$ cat src/core/lsc_pkg.sv
`default_nettype none
package lsc_pkg;

  // Clock and oscillator timing.
  localparam int CLK_KHZ          = 100000;
  localparam int OSC_KHZ          = 220;
  localparam int TONE_DIV         = 10;
  localparam int OSC_HALF_CYCLES  = CLK_KHZ / (2 * OSC_KHZ);
  localparam int TONE_HALF_OSC    = TONE_DIV / 2;
  localparam int OSC_CNT_W        = 8;
  localparam int TONE_CNT_W       = 3;

  // Dynamic limiting periods, counted in oscillator cycles.
  localparam int T_OFF_MS         = 900;
  localparam int T_ON_MS          = 20;
  localparam int OFF_OSC_CYCLES   = T_OFF_MS * OSC_KHZ;
  localparam int ON_OSC_CYCLES    = T_ON_MS * OSC_KHZ;
  localparam int LIMIT_CNT_W      = 18;

  // Register map.
  localparam logic [3:0] SYSREG_A_ADDR = 4'h0;
  localparam logic [3:0] SYSREG_B_ADDR = 4'h4;
  localparam logic [7:0] SYSREG_RESET  = 8'h00;

  // Field positions of the first system register.
  localparam int A_STATIC_LIMIT_POS  = 6;
  localparam int A_CURRENT_RANGE_POS = 5;
  localparam int A_TONE_FORCE_POS    = 4;
  localparam int A_CABLE_BOOST_POS   = 3;
  localparam int A_HIGH_VOLT_POS     = 2;
  localparam int A_ON_POS            = 1;
  localparam int A_OVERLOAD_POS      = 0;

  // Field positions of the second system register.
  localparam int B_CURRENT_RANGE_POS = 6;
  localparam int B_TONE_FORCE_POS    = 5;
  localparam int B_CABLE_BOOST_POS   = 4;
  localparam int B_HIGH_VOLT_POS     = 3;
  localparam int B_ON_POS            = 2;
  localparam int B_OVERHEAT_POS      = 1;
  localparam int B_OVERLOAD_POS      = 0;

  typedef enum logic [1:0] {
    LSC_NORMAL = 2'b00,
    LSC_OFF    = 2'b01,
    LSC_ON     = 2'b10
  } lsc_limit_state_type;

endpackage
`default_nettype wire

$ cat src/core/lsc_supply_ctrl.sv
// Notes on behaviour
// - Converter clock is ten times tone frequency.
// - Tone follows gate pin when not forced.
// - Forced tone runs continuously, gate pin ignored.
// - Cleared on bit disables that channel only.
// - Voltage select chooses low or high output.
// - Cable boost bit adds one volt.
// - Current range bit picks overcurrent threshold.
// - Dynamic overload cuts output, sets flag.
// - After off period, retry with clamped current.
// - Repeat on overload, else resume, clear flag.
// - Static mode flag follows overload sense.
// - Overload flags low after power-on start.
// - Overheat stops outputs, flag follows indication.
// - Overheat clears host-written control bits.
// - Force pin selects high voltage output.
// - Lockout holds switch drives low.
// - Both system registers reset to zero.
// - No bus acknowledge without power good.
`timescale 1ns/1ns
`default_nettype none
module lsc_supply_ctrl #(
  parameter int OFF_CYCLES = lsc_pkg::OFF_OSC_CYCLES,
  parameter int ON_CYCLES  = lsc_pkg::ON_OSC_CYCLES
) (
  // Clock and reset.
  input  wire logic        clock,
  input  wire logic        rst_n,
  // Wishbone slave.
  input  wire logic        wb_cyc_i,
  input  wire logic        wb_stb_i,
  input  wire logic        wb_we_i,
  input  wire logic [3:0]  wb_adr_i,
  input  wire logic [3:0]  wb_sel_i,
  input  wire logic [31:0] wb_dat_i,
  output logic      [31:0] wb_dat_o,
  output logic             wb_ack_o,
  // Supervisory inputs.
  input  wire logic        power_good,
  input  wire logic        overheat_sense,
  input  wire logic [1:0]  overload_sense,
  // Control pins.
  input  wire logic [1:0]  tone_gate_pin,
  input  wire logic [1:0]  force_high_voltage_pin,
  // Channel controls to the analog stages.
  output logic      [1:0]  channel_on,
  output logic      [1:0]  high_voltage_out,
  output logic      [1:0]  cable_boost_out,
  output logic      [1:0]  current_range_out,
  output logic      [1:0]  current_clamp_out,
  output logic      [1:0]  tone_out,
  output logic      [1:0]  switch_drive_out
);
  import lsc_pkg::*;

  localparam logic [OSC_CNT_W-1:0]  OSC_LAST  = OSC_CNT_W'(OSC_HALF_CYCLES - 1);
  localparam logic [TONE_CNT_W-1:0] TONE_LAST = TONE_CNT_W'(TONE_HALF_OSC - 1);

  // Oscillator state.
  logic [OSC_CNT_W-1:0]  osc_count;
  logic [OSC_CNT_W-1:0]  next_osc_count;
  logic                  switch_clk;
  logic                  next_switch_clk;
  logic [TONE_CNT_W-1:0] tone_count;
  logic [TONE_CNT_W-1:0] next_tone_count;
  logic                  tone_wave;
  logic                  next_tone_wave;
  logic                  osc_tick;

  // Host-written control bits, index 0 is channel A.
  logic                  static_limit;
  logic                  next_static_limit;
  logic [1:0]            current_range;
  logic [1:0]            next_current_range;
  logic [1:0]            tone_force;
  logic [1:0]            next_tone_force;
  logic [1:0]            cable_boost;
  logic [1:0]            next_cable_boost;
  logic [1:0]            high_voltage_select;
  logic [1:0]            next_high_voltage_select;
  logic [1:0]            chan_enable;
  logic [1:0]            next_chan_enable;

  // Status and bus state.
  logic                  overheat_flag;
  logic                  next_overheat_flag;
  logic [1:0]            overload_flag;
  logic [1:0]            limit_on;
  logic [1:0]            limit_clamp;
  logic [1:0]            limit_active;
  logic                  next_ack;
  logic [31:0]           next_dat;
  logic                  write_strobe;
  logic [7:0]            system_register_a;
  logic [7:0]            system_register_b;

  // Outputs before registering.
  logic [1:0]            next_channel_on;
  logic [1:0]            next_high_voltage_out;
  logic [1:0]            next_cable_boost_out;
  logic [1:0]            next_current_range_out;
  logic [1:0]            next_current_clamp_out;
  logic [1:0]            next_tone_out;
  logic [1:0]            next_switch_drive_out;

  always_comb begin
    next_osc_count  = osc_count + 1'b1;
    next_switch_clk = switch_clk;
    next_tone_count = tone_count;
    next_tone_wave  = tone_wave;
    osc_tick        = 1'b0;
    if (osc_count == OSC_LAST) begin
      next_osc_count  = '0;
      next_switch_clk = !switch_clk;
      osc_tick        = !switch_clk;
      if (!switch_clk) begin
        if (tone_count == TONE_LAST) begin
          next_tone_count = '0;
          next_tone_wave  = !tone_wave;
        end else begin
          next_tone_count = tone_count + 1'b1;
        end
      end
    end
  end

  always_ff @(posedge clock or negedge rst_n) begin
    if (!rst_n) begin
      osc_count  <= '0;
      switch_clk <= 1'b0;
      tone_count <= '0;
      tone_wave  <= 1'b0;
    end else begin
      osc_count  <= next_osc_count;
      switch_clk <= next_switch_clk;
      tone_count <= next_tone_count;
      tone_wave  <= next_tone_wave;
    end
  end

  // Writes land on the edge that samples the acknowledge, so each request writes once.
  assign write_strobe = wb_cyc_i && wb_stb_i && wb_we_i && wb_ack_o && wb_sel_i[0];

  always_comb begin
    system_register_a = SYSREG_RESET;
    system_register_a[A_STATIC_LIMIT_POS]  = static_limit;
    system_register_a[A_CURRENT_RANGE_POS] = current_range[0];
    system_register_a[A_TONE_FORCE_POS]    = tone_force[0];
    system_register_a[A_CABLE_BOOST_POS]   = cable_boost[0];
    system_register_a[A_HIGH_VOLT_POS]     = high_voltage_select[0];
    system_register_a[A_ON_POS]            = chan_enable[0];
    system_register_a[A_OVERLOAD_POS]      = overload_flag[0];
    system_register_b = SYSREG_RESET;
    system_register_b[B_CURRENT_RANGE_POS] = current_range[1];
    system_register_b[B_TONE_FORCE_POS]    = tone_force[1];
    system_register_b[B_CABLE_BOOST_POS]   = cable_boost[1];
    system_register_b[B_HIGH_VOLT_POS]     = high_voltage_select[1];
    system_register_b[B_ON_POS]            = chan_enable[1];
    system_register_b[B_OVERHEAT_POS]      = overheat_flag;
    system_register_b[B_OVERLOAD_POS]      = overload_flag[1];
  end

  always_comb begin
    next_static_limit        = static_limit;
    next_current_range       = current_range;
    next_tone_force          = tone_force;
    next_cable_boost         = cable_boost;
    next_high_voltage_select = high_voltage_select;
    next_chan_enable         = chan_enable;
    next_overheat_flag       = overheat_sense;
    next_ack                 = wb_cyc_i && wb_stb_i && !wb_ack_o && power_good;
    next_dat                 = wb_dat_o;
    if (next_ack) begin
      if (wb_adr_i == SYSREG_A_ADDR) begin
        next_dat = {24'h00_0000, system_register_a};
      end else if (wb_adr_i == SYSREG_B_ADDR) begin
        next_dat = {24'h00_0000, system_register_b};
      end else begin
        next_dat = 32'h0000_0000;
      end
    end
    if (write_strobe && wb_adr_i == SYSREG_A_ADDR) begin
      next_static_limit        = wb_dat_i[A_STATIC_LIMIT_POS];
      next_current_range[0]    = wb_dat_i[A_CURRENT_RANGE_POS];
      next_tone_force[0]       = wb_dat_i[A_TONE_FORCE_POS];
      next_cable_boost[0]      = wb_dat_i[A_CABLE_BOOST_POS];
      next_high_voltage_select[0] = wb_dat_i[A_HIGH_VOLT_POS];
      next_chan_enable[0]      = wb_dat_i[A_ON_POS];
    end else if (write_strobe && wb_adr_i == SYSREG_B_ADDR) begin
      next_current_range[1]    = wb_dat_i[B_CURRENT_RANGE_POS];
      next_tone_force[1]       = wb_dat_i[B_TONE_FORCE_POS];
      next_cable_boost[1]      = wb_dat_i[B_CABLE_BOOST_POS];
      next_high_voltage_select[1] = wb_dat_i[B_HIGH_VOLT_POS];
      next_chan_enable[1]      = wb_dat_i[B_ON_POS];
    end
    if (overheat_flag || !power_good) begin
      next_static_limit        = 1'b0;
      next_current_range       = 2'b00;
      next_tone_force          = 2'b00;
      next_cable_boost         = 2'b00;
      next_high_voltage_select = 2'b00;
      next_chan_enable         = 2'b00;
    end
  end

  always_ff @(posedge clock or negedge rst_n) begin
    if (!rst_n) begin
      static_limit        <= 1'b0;
      current_range       <= 2'b00;
      tone_force          <= 2'b00;
      cable_boost         <= 2'b00;
      high_voltage_select <= 2'b00;
      chan_enable         <= 2'b00;
      overheat_flag       <= 1'b0;
      wb_ack_o            <= 1'b0;
      wb_dat_o            <= 32'h0000_0000;
    end else begin
      static_limit        <= next_static_limit;
      current_range       <= next_current_range;
      tone_force          <= next_tone_force;
      cable_boost         <= next_cable_boost;
      high_voltage_select <= next_high_voltage_select;
      chan_enable         <= next_chan_enable;
      overheat_flag       <= next_overheat_flag;
      wb_ack_o            <= next_ack;
      wb_dat_o            <= next_dat;
    end
  end

  assign limit_active = chan_enable & {2{power_good && !overheat_flag}};

  generate
    for (genvar ch = 0; ch < 2; ch++) begin : g_chan
      lsc_limiter #(
        .OFF_CYCLES (OFF_CYCLES),
        .ON_CYCLES  (ON_CYCLES)
      ) u_limiter (
        .clock          (clock),
        .rst_n          (rst_n),
        .osc_tick       (osc_tick),
        .active         (limit_active[ch]),
        .static_mode    (static_limit),
        .overload_sense (overload_sense[ch]),
        .output_on      (limit_on[ch]),
        .clamp          (limit_clamp[ch]),
        .overload_flag  (overload_flag[ch])
      );
    end
  endgenerate

  always_comb begin
    next_channel_on        = limit_on & {2{!overheat_flag}};
    next_high_voltage_out  = (high_voltage_select | force_high_voltage_pin) & next_channel_on;
    next_cable_boost_out   = cable_boost & next_channel_on & ~force_high_voltage_pin;
    next_current_range_out = current_range;
    next_current_clamp_out = limit_clamp | {2{static_limit}};
    next_tone_out          = (tone_force | tone_gate_pin) & {2{tone_wave}} & next_channel_on;
    next_switch_drive_out  = {2{switch_clk && power_good}} & next_channel_on;
  end

  always_ff @(posedge clock or negedge rst_n) begin
    if (!rst_n) begin
      channel_on        <= 2'b00;
      high_voltage_out  <= 2'b00;
      cable_boost_out   <= 2'b00;
      current_range_out <= 2'b00;
      current_clamp_out <= 2'b00;
      tone_out          <= 2'b00;
      switch_drive_out  <= 2'b00;
    end else begin
      channel_on        <= next_channel_on;
      high_voltage_out  <= next_high_voltage_out;
      cable_boost_out   <= next_cable_boost_out;
      current_range_out <= next_current_range_out;
      current_clamp_out <= next_current_clamp_out;
      tone_out          <= next_tone_out;
      switch_drive_out  <= next_switch_drive_out;
    end
  end
endmodule
`default_nettype wire

$ cat src/core/lsc_limiter.sv
`timescale 1ns/1ns
`default_nettype none
module lsc_limiter #(
  parameter int OFF_CYCLES = lsc_pkg::OFF_OSC_CYCLES,
  parameter int ON_CYCLES  = lsc_pkg::ON_OSC_CYCLES
) (
  // Clock and reset.
  input  wire logic clock,
  input  wire logic rst_n,
  // Controls.
  input  wire logic osc_tick,
  input  wire logic active,
  input  wire logic static_mode,
  input  wire logic overload_sense,
  // Results.
  output logic      output_on,
  output logic      clamp,
  output logic      overload_flag
);
  import lsc_pkg::*;

  lsc_limit_state_type      state;
  lsc_limit_state_type      next_state;
  logic [LIMIT_CNT_W-1:0]   count;
  logic [LIMIT_CNT_W-1:0]   next_count;
  logic                     seen;
  logic                     next_seen;
  logic                     next_flag;

  localparam logic [LIMIT_CNT_W-1:0] OFF_LAST = LIMIT_CNT_W'(OFF_CYCLES - 1);
  localparam logic [LIMIT_CNT_W-1:0] ON_LAST  = LIMIT_CNT_W'(ON_CYCLES - 1);

  always_comb begin
    next_state = state;
    next_count = count;
    next_seen  = seen;
    next_flag  = overload_flag;
    if (!active) begin
      // A disabled channel holds no overload history.
      next_state = LSC_NORMAL;
      next_count = '0;
      next_seen  = 1'b0;
      next_flag  = 1'b0;
    end else begin
      case (state)
        LSC_NORMAL: begin
          if (static_mode) begin
            next_flag = overload_sense;
          end else if (overload_sense) begin
            next_state = LSC_OFF;
            next_count = '0;
            next_flag  = 1'b1;
          end else begin
            next_flag = 1'b0;
          end
        end
        LSC_OFF: begin
          if (osc_tick) begin
            if (count == OFF_LAST) begin
              next_state = LSC_ON;
              next_count = '0;
              next_seen  = 1'b0;
            end else begin
              next_count = count + 1'b1;
            end
          end
        end
        LSC_ON: begin
          if (overload_sense) begin
            next_seen = 1'b1;
          end
          if (osc_tick && count == ON_LAST) begin
            next_count = '0;
            if (seen || overload_sense) begin
              next_state = LSC_OFF;
            end else begin
              next_state = LSC_NORMAL;
              next_flag  = 1'b0;
            end
          end else if (osc_tick) begin
            next_count = count + 1'b1;
          end
        end
        default: begin
          next_state = LSC_NORMAL;
        end
      endcase
    end
  end

  always_ff @(posedge clock or negedge rst_n) begin
    if (!rst_n) begin
      state         <= LSC_NORMAL;
      count         <= '0;
      seen          <= 1'b0;
      overload_flag <= 1'b0;
    end else begin
      state         <= next_state;
      count         <= next_count;
      seen          <= next_seen;
      overload_flag <= next_flag;
    end
  end

  // The output is cut while the channel is inactive or the retry timer runs its off period.
  assign output_on = active && (state != LSC_OFF);
  assign clamp     = (state == LSC_ON);
endmodule
`default_nettype wire

$ cat config.mk
export PLATFORM = sky130hd
export DESIGN_NAME = lsc_supply_ctrl
export DESIGN_NICKNAME = d
export VERILOG_FILES = /design/src/core/lsc_pkg.sv /design/src/core/lsc_supply_ctrl.sv /design/src/core/lsc_limiter.sv
export SDC_FILE = /design/constraint.sdc
export NUM_CORES = 1
export LEC_CHECK = 0
export BUFFER_PORTS_ARGS = -buffer_cell sky130_fd_sc_hd__buf_4
export CORE_ASPECT_RATIO = 1.25
export CORE_MARGIN = 8
export CORE_UTILIZATION = 50
export DETAILED_ROUTE_END_ITERATION = 6
export HOLD_SLACK_MARGIN = 0.15
export PLACE_DENSITY = 0.79
export SYNTH_ARGS = -nofsm -noshare
export SYNTH_HDL_FRONTEND = slang
export SYNTH_HIERARCHICAL = 1
export SYNTH_SLANG_ARGS = --single-unit
$ cat constraint.sdc
create_clock -name clock -period 2.99 [get_ports clock]
set_input_delay 0.4485 -clock clock [delete_from_list [all_inputs] [get_ports clock]]
set_output_delay 0.4485 -clock clock [all_outputs]
set_load 0.02 [all_outputs]
Yosys cells after proc, flatten, opt, wreduce, memory -nomap -nowiden
Cells that the tools add are included.
Widths: inputs -> output; s select.
{"block": "op_classes", "bitwise": 13, "n_mux": 81, "reduce_logical": 38, "n_eq_ne": 36, "addsub": 4}
{"cell": "$mux 18", "n": 14}
{"cell": "$pmux 18 s3", "n": 2}
{"cell": "$mux 1", "n": 38}
{"cell": "$add 18x1->18 const B", "n": 2}
{"cell": "$eq 18x13->1 const B", "n": 2}
{"cell": "$eq 18x18->1 const B", "n": 2}
{"cell": "$mux 2", "n": 17}
{"cell": "$ne 3x3->1 const B", "n": 11}
{"cell": "$reduce_and 5->1", "n": 4}
{"cell": "$and 2x2->2", "n": 8}
{"cell": "$logic_and 1x1->1", "n": 14}
{"cell": "$mux 7", "n": 2}
{"cell": "$ne 3x1->1 const B", "n": 4}
{"cell": "$pmux 2 s3", "n": 2}
{"cell": "$ne 3x2->1 const B", "n": 3}
{"cell": "$reduce_and 3->1", "n": 3}
{"cell": "$add 8x1->8 const B", "n": 1}
{"cell": "$eq 8x8->1 const B", "n": 1}
{"cell": "$mux 8", "n": 1}
{"cell": "$ne 4x1->1 const B", "n": 2}
{"cell": "$pmux 1 s2", "n": 4}
{"cell": "$reduce_and 4->1", "n": 2}
{"cell": "$ne 2x1->1 const B", "n": 3}
{"cell": "$or 2x2->2", "n": 3}
{"cell": "16 further kinds", "n": 27}
{"block": "word_totals", "elab_cells": 205, "reg_bits": 116, "out_inout_bits": 47, "in_bits": 53}

Logic depth before layout (Yosys ltp)
Gate-level depths: netlist of the first run.
{"block": "depth", "ltp_word": 8, "mapped_depth": 12}

Modules after synthesis
Netlist of the first run, hierarchy kept.
{"mod": "lsc_limiter", "area_per_inst_um2": 1520.2, "instances": 2, "seq_area_each_um2": 550.5, "cells_each": 169}
{"mod": "lsc_supply_ctrl", "area_per_inst_um2": 2198.4, "instances": 1, "seq_area_each_um2": 1176.1, "cells_each": 204}

Least setup slack after synthesis of the first run
Ideal clock, no wire load.
{"block": "synth_path", "kind": "register to register", "startpoint": "reg osc_count[0]", "endpoint": "reg g_chan[0].u_limiter.count[3]", "path_stages_with_launch": 12, "slack_ns": 0.458, "required_ns": 2.903, "t_arrival_ns": 2.445, "period_less_slack_ns": 2.532, "setup_ns": 0.087, "path_cell_list": "dfrtp_1 inv_1 ha_1 or4b_1 buf_6 nor2_4 o21ai_0 a22o_2 and2_4 buf_6 or3_1 o211ai_1"}
{"block": "synth_via", "elab_chain_len": 6}
{"element": "from (decl)", "line": "lsc_supply_ctrl.sv:60", "rtl": "logic [OSC_CNT_W-1:0] osc_count;"}
{"element": "from (signal assigned)", "line": "lsc_supply_ctrl.sv:134", "rtl": "osc_count <= next_osc_count;"}
{"element": "$eq 8x8->1 *", "line": "lsc_supply_ctrl.sv:112", "rtl": "if (osc_count == OSC_LAST) begin"}
{"element": "$mux 1 *", "line": "lsc_supply_ctrl.sv:112"}
{"element": "via osc_tick", "line": "lsc_supply_ctrl.sv:68", "rtl": "logic osc_tick;"}
{"element": "$logic_and 1x1->1", "line": "lsc_limiter.sv:72", "rtl": "if (osc_tick && count == ON_LAST) begin"}
{"element": "$mux 18", "line": "lsc_limiter.sv:72"}
{"element": "$pmux 18 s3", "line": "lsc_limiter.sv:45", "rtl": "case (state)"}
{"element": "$mux 18", "line": "lsc_limiter.sv:38", "rtl": "if (!active) begin"}
{"element": "to (signal assigned)", "line": "lsc_limiter.sv:99", "rtl": "count <= next_count;"}
{"element": "to (decl)", "line": "lsc_limiter.sv:24", "rtl": "logic [LIMIT_CNT_W-1:0] count;"}
Mark *: on every way through the listed nets, which the timed path passes. The rest lies on a longest branch.
A chain may end at the register's enable or synchronous reset.

Worst setup path in the final report of the first run
{"block": "layout_path", "startpoint": "reg osc_count[0]", "endpoint": "reg g_chan[1].u_limiter.count[4]"}
{"block": "layout_via", "elab_chain_len": 6}
{"element": "$eq 8x8->1 *", "line": "lsc_supply_ctrl.sv:112"}
{"element": "$mux 1 *", "line": "lsc_supply_ctrl.sv:112"}
{"element": "via osc_tick", "line": "lsc_supply_ctrl.sv:68"}
{"element": "$logic_and 1x1->1", "line": "lsc_limiter.sv:72"}
{"element": "$mux 18", "line": "lsc_limiter.sv:72"}
{"element": "$pmux 18 s3", "line": "lsc_limiter.sv:45"}
{"element": "$mux 18", "line": "lsc_limiter.sv:38"}
{"element": "to (signal assigned)", "line": "lsc_limiter.sv:99"}
{"element": "to (decl)", "line": "lsc_limiter.sv:24"}
Marks and branches as above.

==> results.md, run 1 <==
* DRT Pass-1 Iters at 5
* Placer Congestion at 0.8773
* Total wire length at 11920 um
* Peak VDD IR at 0.2155 mV
* Post-Synth Adder-Cell Area at 3.821%
* CTS tree: yes
* Area Overhead vs Synth at 12.32%
* Setup repair bufs after CTS at 0
* Drt initial violations at 303
* Synth area leaders: dfrtp_1 (43%), nand2_1 (6.0%), ha_1 (3.8%)
* Async set-reset flop share out of synthesis at 100.0%
* Post-route clock skew at 0.006229 ns
* Clk sinks at 91
* Max-capacitance violation count at 0
* Post-CTS sizing at 0
* GR met1 Demand/Resource at 20.01%
* Status: finished, final reports clean
* First-pass GRT wire length at 19550 um
* Setup crit start kind: flip-flop
* Register area share after synthesis at 43.47%
* Post-synthesis cell area at 0.005239 mm^2
* Multiplexer share of the synthesized area at 2.890%
* Worst reg2reg path endpoint: g_chan[1].u_limiter/count[4]
* Vias per cell at 5.943
* Clk Latency, worst-skew pair at 0.34 ns
* Total CTS buffers at 9
* FILL cells at 876
* # DRC at 0
* Final setup fails at 0
* Initial antenna violation count at 0
* Power density over the cells at 404.6 mW/mm^2
* Final min period at 2.750 ns
* Clock buffer depth at 2
* Critical path origin: osc_count[0]
* Worst r2r src: osc_count[0]
* Hold WC Path Type: in -> async
* CP Class: reg -> reg
* Worst endpoint required time at 3.19 ns
* Share of layout cells above drive strength 1 at 16.95%
* Starting Density at 50.35%
* H-tree depth at 3
* Core Area at 0.01041 mm^2
* Buf/Inv on CP at 1
* Overall power at 2.381 mW
* Overall Global Routing Usage at 17.00%
* Yosys cell types at 64
* Reg2reg path depth at 8
* I/O pin count at 100
* CTS Hold Bufs at 0
* Slew Limit Fails at 0
* Crit path capture type: flip-flop
* DIE HEIGHT at 130.4 um
* DRT antenna net count at 0
* Grt met2 use at 28.23%
* Yosys Warn Count at 6
* NumNets Final at 655
* Synth Area in Compound Gates at 19.47%
* Worst slew margin at 46.89%
* FF/Latch Area at 0.002277 mm^2
* R2R Setup Slk at 0.24 ns
* RSZ-0062 raised after global routing: no
* Total vias in the final route at 4291
* XOR/XNOR Fraction of Synth Area at 1.839%
* Tightest Pin Transition at 0.7894 ns
* Top_reg_cell synth: dfrtp_1
* Post-synth top area share at 43.47%
* Finished layout cell area at 0.005884 mm^2
* #FFs+latches synth at 91
* Synthesized instance count at 542
* Post-synth EDFFs at 0
* Crit-path slowest cell: or4b_1
* Arrival time at the worst endpoint at 2.95 ns
* Syn Area/Cell at 9.666 um^2
* Delay-heaviest family, CP: compound AO/OA/AOI/OAI gates
* Die footprint at 0.01403 mm^2
* Multi-input logic area at 0.002658 mm^2
* DP Area at 0.005622 mm^2
* Number of global-route vias before repair at 4163
* Drt wl/cell at 16.51 um
* Final worst-path cycle share at 91.99%
* Die Wd at 107.6 um
* Slowest Stage Delay on Critical Path at 0.50 ns
* Busiest layer in global routing: met2
* Grt ovf at 0
* Leak pwr at 2.531 nW
* Num rows at 42
* Hold Fails Final Rpt at 0
* CP Cell Sequence: inv_1, ha_1, or4b_1, nor2_4, nand4_1, o21a_1, o21ai_2, o211ai_1
* Clock slew at reported path FFs at 0.06 ns
* M3 GR Usage at 4.563%
* Cell taking the most area after synthesis: dfrtp_1
* DP HPWL at 8593 um
* Fmax at 363.6 MHz
* Number of inserted diodes at 0
* Clock root buffer master: clkbuf_16
* Post-synthesis simple-gate area fraction at 20.92%
* CP max FO at 10
* Largest net degree at the start of global routing at 56
* Combinational family with the most area after synthesis: simple AND/OR/NAND/NOR gates
* Setup TNS at 0 ns
* Buffers on Ports at 45
[Yosys cell counts (4+ instances only)]
cell type and count:
a21boi_0 4, o21ai_1 4, a22oi_1 9, nand4_1 8, nor4b_1 4, buf_4 25, o21ai_0 18, nor4_1 4
nand3_1 20, clkbuf_1 17, nand2b_1 4, or3_1 7, a21oi_1 15, ha_1 16, mux2i_1 14, xnor2_1 9
and3_1 7, a211oi_1 4, dfrtp_1 91, nor2_1 17, o41ai_1 5, or2_2 6, nor3_1 6, or3b_1 4
nand2_1 84, inv_1 25, o311ai_1 12, a2111oi_2 4, o21a_1 4, o2111ai_1 20, o211ai_1 16
[per-layer routing]
layer / vias up / share of wire [%]
li1: 2029 / -
met3: 21 / 6.8
met4: 0 / 2.0
met5: - / 0
met1: 2079 / 43
met2: 162 / 49
[registers in the layout (all words and copies together), names as in the netlist, 2 cells and up]
| signal | cells |
|---|---|
| g_chan.u_limiter/count | 36 |
| current_range_out | 2 |
| osc_count | 8 |
| current_range | 2 |
| tone_force | 2 |
| tone_count | 3 |
| high_voltage_out | 2 |
| g_chan.u_limiter/seen | 2 |
| cable_boost_out | 2 |
| tone_out | 2 |
| cable_boost | 2 |
| current_clamp_out | 2 |
| g_chan.u_limiter/state | 4 |
| wb_dat_o | 7 |
| chan_enable | 2 |
| channel_on | 2 |
| switch_drive_out | 2 |
| g_chan.u_limiter/overload_flag | 2 |
| high_voltage_select | 2 |
[report_power, final]
part / leakage [nW] / switching [mW] / internal (mW)
Combinational: 1.15 / 0.0810 / 0.0324
Clock: 0.126 / 0.452 / 0.581
Sequential: 1.25 / 0.00169 / 1.23
Total: 2.53 / 0.535 / 1.85
[cell usage in the layout, fill, tap and decap left out, types with 3 or more instances in the layout]
master | Yosys | routed
a2111oi_2 | 4 | 4
a211oi_1 | 4 | 4
a21boi_0 | 4 | 4
a21oi_1 | 15 | 15
a22oi_1 | 9 | 9
and3_1 | 7 | 7
and4_1 | 3 | 3
buf_4 | 25 | 57
clkbuf_1 | 17 | 3
clkbuf_16 | 0 | 9
conb_1 | 1 | 25
dfrtp_1 | 91 | 91
ha_1 | 16 | 16
inv_1 | 25 | 25
mux2i_1 | 14 | 14
nand2_1 | 84 | 84
nand2b_1 | 4 | 4
nand3_1 | 20 | 20
nand4_1 | 8 | 8
nor2_1 | 17 | 17
nor2b_1 | 3 | 3
nor3_1 | 6 | 6
nor4_1 | 4 | 4
nor4b_1 | 4 | 4
o2111ai_1 | 20 | 20
o211ai_1 | 16 | 16
o21a_1 | 4 | 4
o21ai_0 | 18 | 18
o21ai_1 | 4 | 4
o311ai_1 | 12 | 12
o31ai_1 | 3 | 3
o41ai_1 | 5 | 5
or2_2 | 6 | 6
or3_1 | 7 | 7
or3b_1 | 4 | 4
xnor2_1 | 9 | 9
[cell type report]
type	count	area share (%)
multi-input cells	402	45.16
clock buffers	13	4.253
flip-flops and latches	91	38.70
well taps	132	2.807
clock inverters	2	0.2126
inverters	25	1.595
repair buffers	57	7.272
[worst max-delay path by stage]
stage                                         to  slack [ns]  depth (start not counted)
global route        g_chan[1].u_limiter/count[3]        0.06                          8
global placement    g_chan[1].u_limiter/count[3]        0.31                          8
floorplan           g_chan[0].u_limiter/count[3]        0.46                         11
CTS                 g_chan[1].u_limiter/count[3]        0.23                          8
detailed placement  g_chan[1].u_limiter/count[8]        0.24                          8
finish              g_chan[1].u_limiter/count[4]        0.24                          8
[per-stage QoR]
| step | hold slack (ns) | utilization [%] | setup WS (ns) | cells |
|---|---|---|---|---|
| floorplan | 0.1529 | - | 0.4584 | 566 |
| global placement | 0.3981 | 54.03 | 0.3099 | 707 |
| CTS | 0.1644 | 56.55 | 0.2350 | 722 |
| finish | 0.1460 | 56.55 | 0.2396 | 722 |
| detailed placement | 0.4009 | 54.03 | 0.2415 | 707 |
| global route | 0.2034 | 56.55 | 0.05655 | 722 |
[cells by family (layout without fill, tap and decap cells)]
family,after synthesis,after routing
other cells,1,25
buf+inv,73,97
flops,91,91
fa+ha+maj,16,16
compound gates,133,133
simple gates,202,202
mux,15,15
xor+xnor,11,11
(Power assumes the default switching activity.)
==> inputs of run 2 (changes only) <==
--- a/config.mk
+++ b/config.mk
@@ -6,7 +6,6 @@
 export NUM_CORES = 1
 export LEC_CHECK = 0
 export BUFFER_PORTS_ARGS = -buffer_cell sky130_fd_sc_hd__buf_4
-export CORE_ASPECT_RATIO = 1.25
 export CORE_MARGIN = 8
 export CORE_UTILIZATION = 50
 export DETAILED_ROUTE_END_ITERATION = 6
==> run 2 against run 1 <==
- non-clock buffer count is 1 higher
- final area hardly changed
- sequential share of layout area hardly changed
- cell count is 0.83% higher
- largest cell class unchanged
- largest power group unchanged
==> results.md, run 2 (synthesis results as in run 1) <==
* Status: finished, final reports clean
* FILL cells at 868 (-0.91%)
* Slew Limit Fails at 0 (unchanged)
* Worst slew margin at 50.93% (+4.0 points)
* Drt wl/cell at 16.78 um (+1.6%)
* Tightest Pin Transition at 0.7293 ns (-0.06012 ns)
* I/O pin count at 100 (unchanged)
* Post-route clock skew at 0.02419 ns (+0.01796 ns)
* Overall power at 2.257 mW (-5.2%)
* # DRC at 0 (unchanged)
* Starting Density at 51.20% (+0.86 points)
* Fmax at 357.4 MHz (-1.7%)
* CTS tree: yes
* Setup repair bufs after CTS at 0 (unchanged)
* Overall Global Routing Usage at 17.68% (+0.69 points)
* Setup crit start kind: flip-flop
* Drt initial violations at 566 (+87%)
* Largest net degree at the start of global routing at 78 (+39%)
* Core Area at 0.01023 mm^2 (-1.7%)
* Num rows at 37 (-12%)
* Critical path origin: osc_count[0]
* Buffers on Ports at 45 (unchanged)
* Worst endpoint required time at 3.26 ns (+0.07 ns)
* H-tree depth at 3 (unchanged)
* Clock slew at reported path FFs at 0.11 ns (+0.05 ns)
* RSZ-0062 raised after global routing: no
* First-pass GRT wire length at 21330 um (+9.1%)
* Arrival time at the worst endpoint at 3.07 ns (+0.12 ns)
* Top reg by flops: g_chan.u_limiter/count
* Final hold slack at 0.1863 ns (+0.04031 ns)
* Die footprint at 0.01401 mm^2 (-0.15%)
* Total wire length at 12210 um (+2.4%)
* Finished layout cell area at 0.005888 mm^2 (about the same)
* Share of layout cells above drive strength 1 at 17.57% (+0.62 points)
* Final worst-path cycle share at 93.59% (+1.6 points)
* DRT antenna net count at 0 (unchanged)
* R2R Setup Slk at 0.19 ns (-0.05 ns)
* Area Overhead vs Synth at 12.40% (about the same)
* Placer Congestion at 0.9177 (+4.6%)
* Initial antenna violation count at 0 (unchanged)
* DP HPWL at 8748 um (+1.8%)
* Grt ovf at 0 (unchanged)
* Worst r2r src: osc_count[0]
* Max-capacitance violation count at 0 (unchanged)
* Number of global-route vias before repair at 4396 (+5.6%)
* Leading cell types in the layout, fill and taps excluded: dfrtp_1 (91), nand2_1 (84), buf_4 (56)
* Clk Latency, worst-skew pair at 0.37 ns (+0.03 ns)
* Total vias in the final route at 4304 (+0.30%)
* Hold Fails Final Rpt at 0 (unchanged)
* Clk sinks at 91 (unchanged)
* DP Area at 0.005639 mm^2 (+0.31%)
* Power density over the cells at 383.2 mW/mm^2 (-5.3%)
* Hold WC Path Type: in -> reg
* Number of inserted diodes at 0 (unchanged)
* Final min period at 2.798 ns (+0.04786 ns)
* DIE HEIGHT at 118.4 um (-9.3%)
* Most common cell after layout, fill and taps aside: dfrtp_1
* Clock root buffer master: clkbuf_8
* DRT Pass-1 Iters at 5 (unchanged)
* NumNets Final at 656 (+0.15%)
* Leak pwr at 2.524 nW (-0.27%)
* CP max FO at 6 (-4)
* Total CTS buffers at 9 (unchanged)
* Vias per cell at 5.912 (-0.52%)
* Peak VDD IR at 0.2584 mV (+20%)
* Final setup fails at 0 (unchanged)
* Crit path capture type: flip-flop
* Max reg flops at 36 (unchanged)
* Registers with the most flip-flops: g_chan.u_limiter/count x36, osc_count x8, wb_dat_o x7
* Worst hold path startpoint: overheat_sense
* Clock buffer depth at 2 (unchanged)
* Setup TNS at 0 ns (unchanged)
* Die Wd at 118.4 um (+10%)
* CP Class: reg -> reg
-- run 2: worst max-delay path, stage by stage, from the launching register on --
cell and delay, ns:
dfrtp_1 0.43, inv_1 0.09, ha_1 0.14, or4b_1 0.51, nor2_4 0.27, o21ai_0 0.12, a22o_2 0.31, a211oi_2 0.28
or3b_1 0.37, a22oi_1 0.18
-- run 2: area by class of cell --
| class | instances | area (um^2) | share of cell area, % |
|---|---|---|---|
| clock buffer | 9 | 123.9 | 2.104 |
| tap | 136 | 170.2 | 2.890 |
| timing repair buffer | 58 | 450.4 | 7.650 |
| sequential | 91 | 2277 | 38.67 |
| multi-input combinational | 402 | 2683 | 45.56 |
| clock inverter | 7 | 90.09 | 1.530 |
| inverter | 25 | 93.84 | 1.594 |
-- run 2: repair_timing --
item	CTS	global route
endpoints found under the setup margin	0	11
endpoints found under the hold margin	14	0
hold buffers	1	0
resized for setup	0	3
-- run 2: path summary, 6_finish.rpt --
check	endpoint	depth (start not counted)
min	overheat_flag	1
max in group asynchronous	wb_dat_o[3]	3
min in group asynchronous	g_chan[0].u_limiter/state[1]	2
max	g_chan[1].u_limiter/count[17]	9
min reg2reg	current_range_out[1]	0
max reg2reg	g_chan[1].u_limiter/count[17]	9
-- run 2: layer usage --
layer / vias to the layer above / track usage (%) / routed length (um)
met3: 17 / 4.236 / 852
met2: 187 / 28.95 / 5794
met1: 2062 / 22.85 / 5420
li1: 2038 / - / -
met4: 0 / 4.964 / 146
met5: - / 0 / 0
-- run 2: power breakdown --
part	switching, mW	leakage (nW)	internal (mW)
Clock	0.496	0.110	0.412
Combinational	0.0817	1.16	0.0344
Sequential	0.00129	1.25	1.23
-- run 2: per-stage QoR --
step / utilization [%] / setup slack, ns / cells
detailed placement: 55.12 / 0.2122 / 711
global route: 57.55 / 0.003034 / 728
floorplan: - / 0.4584 / 566
global placement: 55.12 / 0.3091 / 711
CTS: 57.31 / 0.1934 / 728
finish: 57.55 / 0.1918 / 728
